===== config.mk =====
export PLATFORM = sky130hd
export DESIGN_NAME = bcd_digit_scan_output
export DESIGN_NICKNAME = d
export VERILOG_FILES = /design/src/bcd_scan_pkg.sv /design/src/bcd_digit_scan_output.sv /design/src/result_digit_split.sv
export SDC_FILE = /design/constraint.sdc
export NUM_CORES = 1
export LEC_CHECK = 0
export BUFFER_PORTS_ARGS = -buffer_cell sky130_fd_sc_hd__buf_2
export CAP_MARGIN = 0
export CORE_ASPECT_RATIO = 0.75
export CORE_MARGIN = 5
export CORE_UTILIZATION = 42
export DETAILED_ROUTE_END_ITERATION = 12
export SETUP_SLACK_MARGIN = 0.15
export SYNTH_ARGS = -nofsm -noshare
export SYNTH_HDL_FRONTEND = slang
export SYNTH_HIERARCHICAL = 1
export SYNTH_SLANG_ARGS = --single-unit

===== constraint.sdc =====
create_clock -name sys_clk -period 6.5 [get_ports sys_clk]
set_input_delay 0.975 -clock sys_clk [delete_from_list [all_inputs] [get_ports sys_clk]]
set_output_delay 0.975 -clock sys_clk [all_outputs]
set_load 0.05 [all_outputs]

===== src/bcd_scan_pkg.sv =====
// Constants, register map and scan states shared by the BCD digit scan output block.
package bcd_scan_pkg;
	localparam int COUNT_W = 12;
	localparam int NIBBLE_W = 4;
	localparam int DIGIT_NUM = 4;
	localparam int FULL_DIGITS = 3;
	localparam logic [11:0] OVER_LIMIT = 12'h7CF;
	localparam logic [11:0] UNDER_LIMIT = 12'h0B4;
	localparam logic [11:0] HALF_WEIGHT = 12'h3E8;
	localparam logic [11:0] COUNT_RST = 12'h000;
	localparam int MUX_DIVIDE = 80;
	localparam int BLANK_CLKS = 2;
	localparam int SLOT_CLKS = MUX_DIVIDE / DIGIT_NUM;
	localparam int SHOW_CLKS = SLOT_CLKS - BLANK_CLKS;
	localparam int SLOT_CNT_W = 5;
	localparam logic [SLOT_CNT_W-1:0] SHOW_LAST = SLOT_CNT_W'(SHOW_CLKS - 1);
	localparam logic [SLOT_CNT_W-1:0] BLANK_LAST = SLOT_CNT_W'(BLANK_CLKS - 1);
	localparam int APB_ADDR_W = 5;
	localparam int APB_DATA_W = 32;
	localparam logic [APB_ADDR_W-1:0] ADDR_CTRL = 5'h00;
	localparam logic [APB_ADDR_W-1:0] ADDR_RESULT = 5'h04;
	localparam logic [APB_ADDR_W-1:0] ADDR_INT_STATUS = 5'h08;
	localparam logic [APB_ADDR_W-1:0] ADDR_INT_EN = 5'h0C;
	localparam logic [APB_ADDR_W-1:0] ADDR_INT_CLR = 5'h10;
	localparam int CTRL_UPDATE_BIT = 0;
	localparam int RES_NEG_BIT = 12;
	localparam int RES_OVER_BIT = 13;
	localparam int RES_UNDER_BIT = 14;
	localparam int EV_W = 4;
	localparam int EV_EOC = 0;
	localparam int EV_LOAD = 1;
	localparam int EV_OVER = 2;
	localparam int EV_UNDER = 3;
	localparam logic [EV_W-1:0] INT_EN_RST = 4'h0;
	localparam logic [EV_W-1:0] INT_STATUS_RST = 4'h0;
	typedef enum logic [0:0] {
		SCAN_SHOW = 1'b0,
		SCAN_BLANK = 1'b1
	} scan_state_e;
endpackage


===== src/bcd_digit_scan_output.sv =====
// Result latch, end-of-conversion pulse, multiplexed BCD scan and APB registers.
`timescale 1ns/1ns
//Contract
// - With update tied to end-of-conversion, every finished result except the first after reset or a reference restart reaches the scan outputs.
// - A result loads only if an update rising edge came before ramp-down began.
// - One end-of-conversion pulse is issued at the close of each conversion.
// - The end-of-conversion pulse lasts half a converter clock period.
// - Overrange output rests high and goes low while the result exceeds full scale.
// - A digit strobe is high only while its own digit is on the BCD lines.
// - The half-digit strobe asserts right after each end-of-conversion pulse.
// - Remaining strobes follow one at a time toward the bottom digit, then repeat.
// - Two clock periods of blanking separate consecutive digit slots.
// - A full scan takes eighty converter clocks.
// - Second, third and fourth slots each carry one full decimal digit.
// - The first slot carries half digit, polarity, overrange and underrange codes.
// - The block runs from an externally supplied CMOS-level clock instead of an oscillator.
// - First slot: half-digit bit low for one, polarity bit high for positive.
// - First slot: bit zero high when out of range; half bit tells which.
// - Overrange above 1999 counts, underrange below 180 counts.
// - Reference pulled to negative supply restarts the conversion cycle.
module bcd_digit_scan_output (
	input wire logic sys_clk,
	input wire logic rst_n,
	input wire logic ce,
	input wire logic result_latch_strobe,
	input wire logic ref_reset_n,
	input wire logic conv_done,
	input wire logic conv_ramp_down,
	input wire logic [bcd_scan_pkg::COUNT_W-1:0] conv_count,
	input wire logic conv_negative,
	output logic end_of_conv,
	output logic over_range_n,
	output logic digit_strobe_first,
	output logic digit_strobe_second,
	output logic digit_strobe_third,
	output logic digit_strobe_fourth,
	output logic bcd_bit_zero,
	output logic bcd_bit_one,
	output logic bcd_bit_two,
	output logic bcd_bit_three,
	output logic cycle_restart,
	output logic irq,
	input wire logic psel,
	input wire logic penable,
	input wire logic pwrite,
	input wire logic [bcd_scan_pkg::APB_ADDR_W-1:0] paddr,
	input wire logic [bcd_scan_pkg::APB_DATA_W-1:0] pwdata,
	output logic [bcd_scan_pkg::APB_DATA_W-1:0] prdata,
	output logic pready,
	output logic pslverr
);
	import bcd_scan_pkg::*;

	logic update_s1, update_s2, update_s3, ref_s1, ref_s2, ref_low;
	logic update_rise, restart, in_ramp, pending, load, soft_update;
	logic [COUNT_W-1:0] shown_count;
	logic shown_neg, shown_over, shown_under_limit, half_digit, over_now, under_now;
	logic [NIBBLE_W*FULL_DIGITS-1:0] digits;
	logic tick_phase, conv_tick;
	scan_state_e scan_state;
	logic [SLOT_CNT_W-1:0] slot_cnt;
	logic [1:0] digit_idx, data_idx;
	logic [DIGIT_NUM-1:0] strobe;
	logic [NIBBLE_W-1:0] head_nibble, next_nibble, nibble;
	logic [EV_W-1:0] int_status, int_en, events, clr_mask;
	logic setup_phase, wr_access, addr_ok;
	logic [APB_DATA_W-1:0] next_rdata;

	// Both pins come from outside the clock domain and are read only after the second stage.
	always_ff @(posedge sys_clk) begin
		if (!rst_n) begin
			update_s1 <= 1'b0;
			update_s2 <= 1'b0;
			update_s3 <= 1'b0;
			ref_s1 <= 1'b1;
			ref_s2 <= 1'b1;
		end else if (ce) begin
			update_s1 <= result_latch_strobe;
			update_s2 <= update_s1;
			update_s3 <= update_s2;
			ref_s1 <= ref_reset_n;
			ref_s2 <= ref_s1;
		end
	end

	assign ref_low = !ref_s2;
	assign update_rise = (update_s2 && !update_s3) || soft_update;
	assign restart = conv_done || ref_low;

	// An edge coinciding with the start of ramp-down is too late to qualify.
	always_ff @(posedge sys_clk) begin
		if (!rst_n) begin
			in_ramp <= 1'b0;
			pending <= 1'b0;
		end else if (ce) begin
			if (ref_low || conv_done) begin
				in_ramp <= 1'b0;
				pending <= 1'b0;
			end else begin
				if (conv_ramp_down) begin
					in_ramp <= 1'b1;
				end
				if (update_rise && !in_ramp && !conv_ramp_down) begin
					pending <= 1'b1;
				end
			end
		end
	end

	assign load = conv_done && pending && !ref_low;

	always_ff @(posedge sys_clk) begin
		if (!rst_n) begin
			shown_count <= COUNT_RST;
			shown_neg <= 1'b0;
			shown_over <= 1'b0;
			shown_under_limit <= 1'b1;
		end else if (ce && load) begin
			shown_count <= conv_count;
			shown_neg <= conv_negative;
			shown_over <= conv_count > OVER_LIMIT;
			shown_under_limit <= conv_count < UNDER_LIMIT;
		end
	end

	result_digit_split u_split (
		.count(shown_count),
		.digits(digits),
		.half_digit(half_digit),
		.over(over_now),
		.under(under_now)
	);

	// The converter clock is sys_clk halved, so one sys_clk cycle is half its period.
	assign conv_tick = tick_phase;

	always_ff @(posedge sys_clk) begin
		if (!rst_n) begin
			end_of_conv <= 1'b0;
			over_range_n <= 1'b1;
			cycle_restart <= 1'b0;
		end else if (ce) begin
			end_of_conv <= conv_done && !ref_low;
			over_range_n <= !over_now;
			cycle_restart <= ref_low;
		end
	end

	always_ff @(posedge sys_clk) begin
		if (!rst_n) begin
			tick_phase <= 1'b0;
			scan_state <= SCAN_SHOW;
			slot_cnt <= '0;
			digit_idx <= 2'h0;
		end else if (ce) begin
			if (restart) begin
				tick_phase <= 1'b0;
				scan_state <= SCAN_SHOW;
				slot_cnt <= '0;
				digit_idx <= 2'h0;
			end else begin
				tick_phase <= !tick_phase;
				if (conv_tick) begin
					case (scan_state)
						SCAN_SHOW: begin
							if (slot_cnt == SHOW_LAST) begin
								scan_state <= SCAN_BLANK;
								slot_cnt <= '0;
							end else begin
								slot_cnt <= slot_cnt + 5'h01;
							end
						end
						SCAN_BLANK: begin
							if (slot_cnt == BLANK_LAST) begin
								scan_state <= SCAN_SHOW;
								slot_cnt <= '0;
								digit_idx <= digit_idx + 2'h1;
							end else begin
								slot_cnt <= slot_cnt + 5'h01;
							end
						end
						default: begin
							scan_state <= SCAN_SHOW;
							slot_cnt <= '0;
						end
					endcase
				end
			end
		end
	end

	// Strobes are registered so they line up with the registered nibble.
	genvar s;
	generate
		for (s = 0; s < DIGIT_NUM; s++) begin : g_strobe
			always_ff @(posedge sys_clk) begin
				if (!rst_n) begin
					strobe[s] <= 1'b0;
				end else if (ce) begin
					strobe[s] <= !restart && scan_state == SCAN_SHOW
						&& digit_idx == 2'(s);
				end
			end
		end
	endgenerate

	assign {digit_strobe_fourth, digit_strobe_third, digit_strobe_second,
		digit_strobe_first} = strobe;

	// Out of range forces the half-digit bit so the decoder can tell over from under.
	always_comb begin
		head_nibble[3] = shown_over ? 1'b0 : (shown_under_limit ? 1'b1 : !half_digit);
		head_nibble[2] = !shown_neg;
		head_nibble[1] = !half_digit || shown_over || shown_under_limit;
		head_nibble[0] = shown_over || shown_under_limit;
	end

	// During blanking the next digit is already presented so the lines settle early.
	assign data_idx = (scan_state == SCAN_BLANK) ? digit_idx + 2'h1 : digit_idx;

	always_comb begin
		case (data_idx)
			2'h0: next_nibble = head_nibble;
			2'h1: next_nibble = digits[0 +: NIBBLE_W];
			2'h2: next_nibble = digits[NIBBLE_W +: NIBBLE_W];
			2'h3: next_nibble = digits[2*NIBBLE_W +: NIBBLE_W];
			default: next_nibble = head_nibble;
		endcase
	end

	always_ff @(posedge sys_clk) begin
		if (!rst_n) begin
			nibble <= 4'h0;
		end else if (ce) begin
			nibble <= restart ? head_nibble : next_nibble;
		end
	end

	assign {bcd_bit_three, bcd_bit_two, bcd_bit_one, bcd_bit_zero} = nibble;

	assign events[EV_EOC] = conv_done && !ref_low;
	assign events[EV_LOAD] = load;
	assign events[EV_OVER] = load && conv_count > OVER_LIMIT;
	assign events[EV_UNDER] = load && conv_count < UNDER_LIMIT;

	assign setup_phase = psel && !penable;
	assign wr_access = psel && penable && pwrite;
	assign addr_ok = paddr == ADDR_CTRL || paddr == ADDR_RESULT || paddr == ADDR_INT_STATUS
		|| paddr == ADDR_INT_EN || paddr == ADDR_INT_CLR;
	assign clr_mask = (wr_access && paddr == ADDR_INT_CLR) ? pwdata[EV_W-1:0] : '0;
	assign pready = 1'b1;

	// A new event in the clearing cycle stays set.
	always_ff @(posedge sys_clk) begin
		if (!rst_n) begin
			int_status <= INT_STATUS_RST;
			irq <= 1'b0;
		end else if (ce) begin
			int_status <= (int_status & ~clr_mask) | events;
			irq <= |(int_status & int_en);
		end
	end

	always_ff @(posedge sys_clk) begin
		if (!rst_n) begin
			int_en <= INT_EN_RST;
			soft_update <= 1'b0;
		end else if (ce) begin
			soft_update <= wr_access && paddr == ADDR_CTRL && pwdata[CTRL_UPDATE_BIT];
			if (wr_access && paddr == ADDR_INT_EN) begin
				int_en <= pwdata[EV_W-1:0];
			end
		end
	end

	always_comb begin
		next_rdata = '0;
		case (paddr)
			ADDR_RESULT: begin
				next_rdata[COUNT_W-1:0] = shown_count;
				next_rdata[RES_NEG_BIT] = shown_neg;
				next_rdata[RES_OVER_BIT] = shown_over;
				next_rdata[RES_UNDER_BIT] = shown_under_limit;
			end
			ADDR_INT_STATUS: next_rdata[EV_W-1:0] = int_status;
			ADDR_INT_EN: next_rdata[EV_W-1:0] = int_en;
			default: next_rdata = '0;
		endcase
	end

	// Read data is captured in the setup cycle so the access cycle answers at once.
	always_ff @(posedge sys_clk) begin
		if (!rst_n) begin
			prdata <= '0;
			pslverr <= 1'b0;
		end else if (ce && setup_phase) begin
			prdata <= next_rdata;
			pslverr <= !addr_ok;
		end
	end
endmodule // bcd_digit_scan_output


===== src/result_digit_split.sv =====
// Splits a latched conversion count into decimal digits and range flags.
`timescale 1ns/1ns
module result_digit_split (
	input wire logic [bcd_scan_pkg::COUNT_W-1:0] count,
	output logic [bcd_scan_pkg::NIBBLE_W*bcd_scan_pkg::FULL_DIGITS-1:0] digits,
	output logic half_digit,
	output logic over,
	output logic under
);
	import bcd_scan_pkg::*;

	function automatic logic [COUNT_W-1:0] pow10(input int n);
		logic [COUNT_W-1:0] p;
		p = 12'h001;
		for (int k = 0; k < n; k++) begin
			p = COUNT_W'(p * 12'h00A);
		end
		return p;
	endfunction

	// Slot 0 of the vector is the hundreds digit, slot 2 the bottom_digit.
	genvar g;
	generate
		for (g = 0; g < FULL_DIGITS; g++) begin : g_digit
			assign digits[g*NIBBLE_W +: NIBBLE_W] =
				NIBBLE_W'((count / pow10(FULL_DIGITS - 1 - g)) % 12'h00A);
		end
	endgenerate

	assign half_digit = count >= HALF_WEIGHT;
	assign over = count > OVER_LIMIT;
	assign under = count < UNDER_LIMIT;
endmodule // result_digit_split


; Word level (Yosys, flattened, before mapping)
; Index checks and enable logic that the tools add are counted.
[word_totals]
ff_bits = 68
output_inout_bits = 46
ramBits = 0
latch_bits = 0
mem_bits_ro = 0
n_memories = 0
[op_classes]
multipliers = 0
n_reduce_logical = 56
n_shift = 0
n_bitwise = 5
muxes = 27
n_div = 5
n_eq_ne = 12
addsub = 2
order_cmp = 4
[op_table]
columns = operator, count
row1 = remainder unit 12 x 4 -> 12 bit (second input constant), 3
row2 = > comparator 12 x 11 -> 1 bit (second input constant), 2
row3 = logical AND 1 bit, 22
row4 = 2-to-1 mux 5 bit, 4
row5 = one-hot mux 4 bit (4 select lines), 1
row6 = divider 12 x 4 -> 12 bit (second input constant), 1
row7 = divider 12 x 7 -> 12 bit (second input constant), 1
row8 = >= comparator 12 x 10 -> 1 bit (second input constant), 1
row9 = < comparator 12 x 8 -> 1 bit (second input constant), 1
row10 = one-hot mux 4 bit (3 select lines), 1
row11 = logical NOT 1 bit, 11
row12 = 2-to-1 mux 1 bit, 11
row13 = 2-to-1 mux 11 bit, 1
row14 = equality test 5 x 4 -> 1 bit (second input constant), 2
row15 = equality test 5 bit (second input constant), 2
row16 = 2-to-1 mux 2 bit, 5
row17 = one-hot mux 5 bit (2 select lines), 1
row18 = nonzero test 2 bit, 5
row19 = logical OR 1 bit, 9
row20 = bitwise AND 4 bit, 2
row21 = equality test 2 bit (second input constant), 4
row22 = 2-to-1 mux 4 bit, 2
row23 = AND reduction 2 bit, 4
row24 = adder 5 x 1 -> 5 bit (second input constant), 1
row25 = 12 further kinds, 14

; Depth between registers and ports, before layout
; Gate-level depths: netlist (run 1).
[depth]
ltp_word = 7
depth_mapped = 25

; By module
; The synthesis (run 1) kept the hierarchy.
[by_module_without_submodules]
columns = mod, seq_area_each_um2, cells_each, area_each_um2, n_inst
row1 = bcd_digit_scan_output, 1361.3, 395, 3295.7, 1
row2 = result_digit_split, 0.0, 413, 2857.7, 1

; Worst setup path before layout (run 1)
; No wires, ideal clock.
[synth_path]
kind = register to register
from = register shown_count[11]
to = register nibble[1]
setup_ns = 0.137
required_time_ns = 6.363
arrival_ns = 4.413
period_less_slack_ns = 4.550
slack_ns = 1.950
stages_incl_launch_ff = 23
cell_sequence = dfxtp_1 > buf_4 > and4bb_1 > o31ai_4 > o211ai_2 > buf_6 > o41ai_2 > a211oi_4 > nor2_2 > nor2_1 > o21a_1 > inv_1 > ha_1 > inv_1 > maj3_1 > mux2i_1 > nand4b_1 > o211ai_1 > o21a_1 > a21oi_1 > a221o_1 > a2111oi_0 > a211oi_1
[synth_rtl]
columns = item, line_no
row1 = from (decl), bcd_digit_scan_output.sv:56  ; logic [COUNT_W-1:0] shown_count;
row2 = from (signal assigned), bcd_digit_scan_output.sv:119  ; shown_count <= conv_count;
row3 = divider 12 x 4 -> 12 bit, result_digit_split.sv:26  ; NIBBLE_W'((count / pow10(FULL_DIGITS - 1 - g)) % 12'h00A);
row4 = remainder unit 12 x 4 -> 12 bit, result_digit_split.sv:26
row5 = via digits[5], bcd_digit_scan_output.sv:58  ; logic [NIBBLE_W*FULL_DIGITS-1:0] digits;
row6 = one-hot mux 4 bit (4 select lines), bcd_digit_scan_output.sv:222  ; case (data_idx)
row7 = 2-to-1 mux 4 bit, bcd_digit_scan_output.sv:235  ; nibble <= restart ? head_nibble : next_nibble;
row8 = to (signal assigned), bcd_digit_scan_output.sv:235
row9 = to (decl), bcd_digit_scan_output.sv:64  ; logic [NIBBLE_W-1:0] head_nibble, next_nibble, nibble;
; The timed path passes the listed nets, and every way through them passes these cells.
; A chain may end at the register's enable or synchronous reset.

; Worst setup path in the final report (run 1)
; Ends and elaborated chain as after synthesis.

==> results.ini, run 1 <==
[worst_hold_path]
worstHoldStart=pending
holdPathEnd=pending
whs_path_depth=2
hold_class=reg -> reg

[die]
initial_core_util=0.426
dieArea_um2=17100
io_pins=106
die_h_um=115
die_w_um=150
core-area_um2=14400
rows=38

[run_status]
outcome=finished, final reports clean

[power_and_ir_drop]
static-leakage-power_nw=2.46
power_switching_w=0.000267
vdd_ir_drop_max_v=0.000116
seqPwrFrac=0.424
internal_power_w=0.000745
p_per_area_nw_per_um2=152
switching_share=0.264
p_clk_frac=0.477
combPwrFrac=0.099

[worst_setup_path]
ff2ff_setup_slack_ns=0.64
crit_fanout=29
crit_path_cell_trace=buf_4 > nor2b_1 > a22oi_1 > o221ai_2 > and3_1 > a31oi_1 > and3_1 > nor2_2 > nor2_1 > o21a_1 > inv_1 > ha_1 > inv_1 > maj3_1 > mux2i_1 > nand4b_1 > o211ai_1 > o21a_1 > a21oi_1 > a221o_1 > a2111oi_0 > a211oi_1
max_stage_delay_ns=0.62
critPathSlowestCell=dfxtp_1
cp_top_family=compound AO/OA/AOI/OAI gates
reg2regPathDepth=22
cp.arrival_ns=6.03
worstPathRequired_ns=6.67
crit_buf_inv=3
r2r-end=nibble[1]
r2r-start=shown_count[11]
crit_type=reg -> reg
end_kind=flip-flop
critPathLaunchType=flip-flop

[clocking]
post-cts-setup-buffer-count=0
clock_tree.root_cell=clkbuf_16
hold_buffers=0
clk_path_buf_depth=2
numClockSinks=68
cts.clk_slew.worst_paths_ns=0.06
cts_buffers=9
clock_latency_ns=0.33
cts.htree.levels=3
cts_tree=done

[sta]
grt_setup_unrepaired=false
finalCritPeriodShare=0.901
finalMaxSlewViolations=0
setup_ws_ns=0.642
skew_ns=0.00637
hold_violations=0
worstMarginPinSlew_ns=0.956
fmax_ghz=0.171
relSlewSlack=0.362
period_minus_slack_ns=5.86
setup_viol=0
tns_ns=0

[placement]
placed_cell_area_um2=6340
place_ws_ns=0.618
gp_congestion=0.908
portBuffers=59
dp_hpwl_um=12500

[global_route]
grt_pass1_wl_um=27600
grt.overflow.total=0
grt_antenna_before_repair=0
grt_max_degree=39
grt.total_usage=0.193
grt_pass1_vias=5597

[drt]
drt-initial-drc-count=698
via_per_inst=6.01
wl_per_cell_um=16.4
first_pass_iters=5
drc=0
vias=6152
postRouteAntennaNets=0
wirelength_um=16800

[job]
drv_cap=0

[final_layout]
drive_gt1_frac=0.165
postLayoutCoreUtil=0.461
antenna_cells=0
fin_area_um2=6640
nets=894
area.growth.synth_to_final_pct=8.22

[yosys]
yosysWarnings=6
syn_avg_cell_area_um2=7.63
synth_cells=804
netlist_area_um2=6130

-- power groups by stage --
stage	clock network, W	logic [W]	registers [W]
after floorplan	0	0.0000715	0.000448
final	0.000483	0.000100	0.000429
after global routing	0.000508	0.000108	0.000430
after detailed placement	0	0.0000990	0.000438
after CTS	0.000492	0.0000993	0.000429
after global placement	0	0.0000978	0.000437
-- registers in the layout, indices dropped and copies added, names as in the netlist, 2 cells and up --
signal / count
digit_idx: 2
int_status: 4
int_en: 4
nibble: 4
slot_cnt: 5
shown_count: 12
prdata: 15
-- routing by layer --
layer | vias up | GRT usage | part of all wire
met1 | 2922 | 0.287 | 0.49
met3 | 11 | 0.0384 | 0.069
met4 | 0 | 0.0390 | 0.0073
li1 | 3005 | - | -
met2 | 214 | 0.289 | 0.43
met5 | - | 0 | 0
-- layout by cell type, fill, tap and decap left out, types with 10 or more instances in the layout --
cell / count
ha_1: 15
a211oi_1: 14
o211ai_1: 16
a22oi_1: 24
buf_4: 10
nand3_1: 29
o21ai_0: 46
nor2_1: 61
and3_1: 10
dfxtp_1: 67
conb_1: 18
nand2_1: 77
buf_2: 59
inv_1: 30
nor2b_1: 13
o21a_1: 11
a31oi_1: 18
mux2i_1: 19
a21oi_1: 61
-- stage by stage --
step | std cells | hold WS [ns] | total power (W)
6_report | 1024 | 0.468 | 0.00101
3_5_place_dp | 1008 | 0.450 | 0.000537
4_1_cts | 1024 | 0.466 | 0.00102
5_1_grt | 1024 | 0.478 | 0.00105
3_3_place_gp | 1008 | 0.450 | 0.000535
2_1_floorplan | 820 | 0.432 | 0.000520
-- layout make-up --
class | count | area (um^2)
clock inverter | 6 | 65.1
multi-input combinational | 641 | 4250
timing repair buffer | 69 | 370
clock buffer | 10 | 229
inverter | 30 | 113
fill | 1422 | 7770
sequential | 68 | 1360
tap | 200 | 250
-- worst min-delay path, cell delays in order, from the launching register on --
cell     delay (ns)
dfxtp_1        0.32
inv_1          0.05
a21oi_1        0.05
-- timing repair --
item / in CTS / in global routing
hold endpoints to repair: 0 / 0
resized for setup: 0 / 2
endpoints found under the setup margin: 0 / 3
-- worst max path at each step --
| stage | start | endpoint | cells after the start |
|---|---|---|---|
| final | shown_count[11] | nibble[1] | 22 |
| after global routing | shown_count[11] | nibble[1] | 22 |
| after CTS | shown_count[9] | nibble[1] | 21 |
| after detailed placement | shown_count[9] | nibble[1] | 21 |
| after global placement | shown_count[9] | nibble[1] | 21 |
| after floorplan | shown_count[11] | nibble[1] | 22 |
(Power assumes the default switching activity.)
==> run 2: changes to the inputs <==
--- a/config.mk
+++ b/config.mk
@@ -11,6 +11,7 @@
 export CORE_MARGIN = 5
 export CORE_UTILIZATION = 42
 export DETAILED_ROUTE_END_ITERATION = 12
+export PLACE_DENSITY_LB_ADDON = 0.05
 export SETUP_SLACK_MARGIN = 0.15
 export SYNTH_ARGS = -nofsm -noshare
 export SYNTH_HDL_FRONTEND = slang
==> run 2 against run 1 <==
- utilization increased by 0.56 points
- total power is 12% higher
- sequential share of layout area is 0.26 points lower
- flip-flop and latch count unchanged
- critical path depth is 1 lower
- non-clock buffer count rose by 2
- global-route usage up 0.95 points
- first-iteration DRC count decreased by 22%
- register-to-register slack about the same
- clock power up 24%
- combinational power barely moved
- critical path type unchanged
==> results.ini, run 2 (same netlist as run 1, synthesis figures left out) <==
[global_route]
grt_pass1_wl_um=28700
grt.total_usage=0.202
grt.overflow.total=0
grt_antenna_before_repair=0
grt_max_degree=48
grt_pass1_vias=5558

[sta]
setup_ws_ns=0.647
finalCritPeriodShare=0.900
skew_ns=0.0128
tns_ns=0
finalMaxSlewViolations=0
relSlewSlack=0.326
hold_violations=0
period_minus_slack_ns=5.85
grt_setup_unrepaired=false
worstMarginPinSlew_ns=1.01
setup_viol=0
fmax_ghz=0.171

[worst_setup_path]
cp_top_family=compound AO/OA/AOI/OAI gates
cp_common_cell=o21a_1
crit_path_cell_trace=buf_4 > o21a_1 > o31ai_2 > nor2_1 > a221oi_1 > and3_1 > nor2_2 > nor2_1 > o21a_1 > inv_1 > ha_1 > inv_1 > maj3_1 > mux2i_1 > nand4b_1 > o211ai_1 > o21a_1 > a21oi_1 > a221o_1 > a2111oi_0 > a211oi_1
crit_buf_inv=3
critPathLaunch=shown_count[7]
critPathSlowestCell=dfxtp_1
max_stage_delay_ns=0.84
crit_fanout=22
worstPathRequired_ns=6.67
critPathLaunchType=flip-flop
end_kind=flip-flop
cp.arrival_ns=6.02
crit_type=reg -> reg
r2r-start=shown_count[7]

[die]
rows=38
initial_core_util=0.426
io_pins=106
core-area_um2=14400
dieArea_um2=17100
die_h_um=115
die_w_um=150

[placement]
place_ws_ns=0.791
portBuffers=59
dp_hpwl_um=13100
gp_congestion=0.849

[power_and_ir_drop]
power_switching_w=0.000270
p_clk_frac=0.532
p_per_area_nw_per_um2=168
switching_share=0.239
static-leakage-power_nw=2.50
vdd_ir_drop_max_v=0.000135
seqPwrFrac=0.379
combPwrFrac=0.089
internal_power_w=0.000861

[drt]
drc=0
wirelength_um=17600
via_per_inst=5.97
wl_per_cell_um=17.2
drt-initial-drc-count=541
vias=6116
postRouteAntennaNets=0
first_pass_iters=5

[clocking]
cts.htree.levels=3
post_cts_resized=0
cts.clk_slew.worst_paths_ns=0.06
cts_buffers=9
clk_path_buf_depth=2
hold_buffers=0
post-cts-setup-buffer-count=0
cts_tree=done
numClockSinks=68
clock_tree.root_cell=clkbuf_16
clock_latency_ns=0.33

[run_status]
outcome=finished, final reports clean

[final_layout]
reg.largest.list=prdata: 15 flops, shown_count: 12 flops, slot_cnt: 5 flops
area.growth.synth_to_final_pct=9.53
largest_reg_flops=15
drive_gt1_frac=0.165
layout_common_cells=nand2_1 (77), dfxtp_1 (68), nor2_1 (62)
antenna_cells=0
final_common_cell=nand2_1
largest-register=prdata
nets=896

[job]
drv_cap=0

[worst_hold_path]
worstHoldStart=digit_strobe_first
hold_class=reg -> reg

-- run 2: cell count changes in the layout (fill, tap and decap cells not counted), sizes merged --
cell,before,now
clkbuf,10,9
bufinv,1,4
buf,69,71
clkinv,4,2
clkinvlp,1,0
-- run 2: path summary, 6_finish.rpt --
path	endpoint	slack (ns)	cells past startpoint
setup / recovery	nibble[1]	0.65	21
hold reg to reg	digit_strobe_first	0.47	2
hold / removal	digit_strobe_first	0.47	2
setup reg to reg	nibble[1]	0.65	21
-- run 2: routing by layer --
layer  share of wire  vias up  track usage
met5               0        -            0
met3           0.059       14       0.0360
met2            0.42      198        0.297
met1            0.51     2901        0.309
met4          0.0071        0       0.0396
li1                -     3003            -
-- run 2: layout make-up --
class	count	area, um^2
fillers	1427	7690
multi-input cells	641	4240
flip-flops and latches	68	1360
repair buffers	71	385
well taps	200	250
clock buffers	9	225
clock inverters	6	138
inverters	30	113
-- run 2: power by group through the flow --
stage	sequential (W)	clock, W	combinational [W]
2_1_floorplan	0.000448	0	0.0000715
3_3_place_gp	0.000438	0	0.0000991
3_5_place_dp	0.000438	0	0.000100
4_1_cts	0.000429	0.000610	0.000101
5_1_grt	0.000430	0.000630	0.000110
6_report	0.000429	0.000601	0.000101
-- run 2: through the flow --
stage	instances	util	cell area [um^2]	hold WS, ns	power (W)
after detailed placement	1010	0.441	6350	0.458	0.000538
after global routing	1025	0.466	6720	0.487	0.00117
after floorplan	820	-	6190	0.432	0.000520
final	1025	0.466	6720	0.468	0.00113
after global placement	1010	0.441	6350	0.448	0.000537
after CTS	1025	0.466	6720	0.470	0.00114
-- run 2: tightest hold or removal path: stages (launching register included) --
cell and delay (ns):
dfxtp_1 0.31, nand2_1 0.06, a21oi_1 0.05
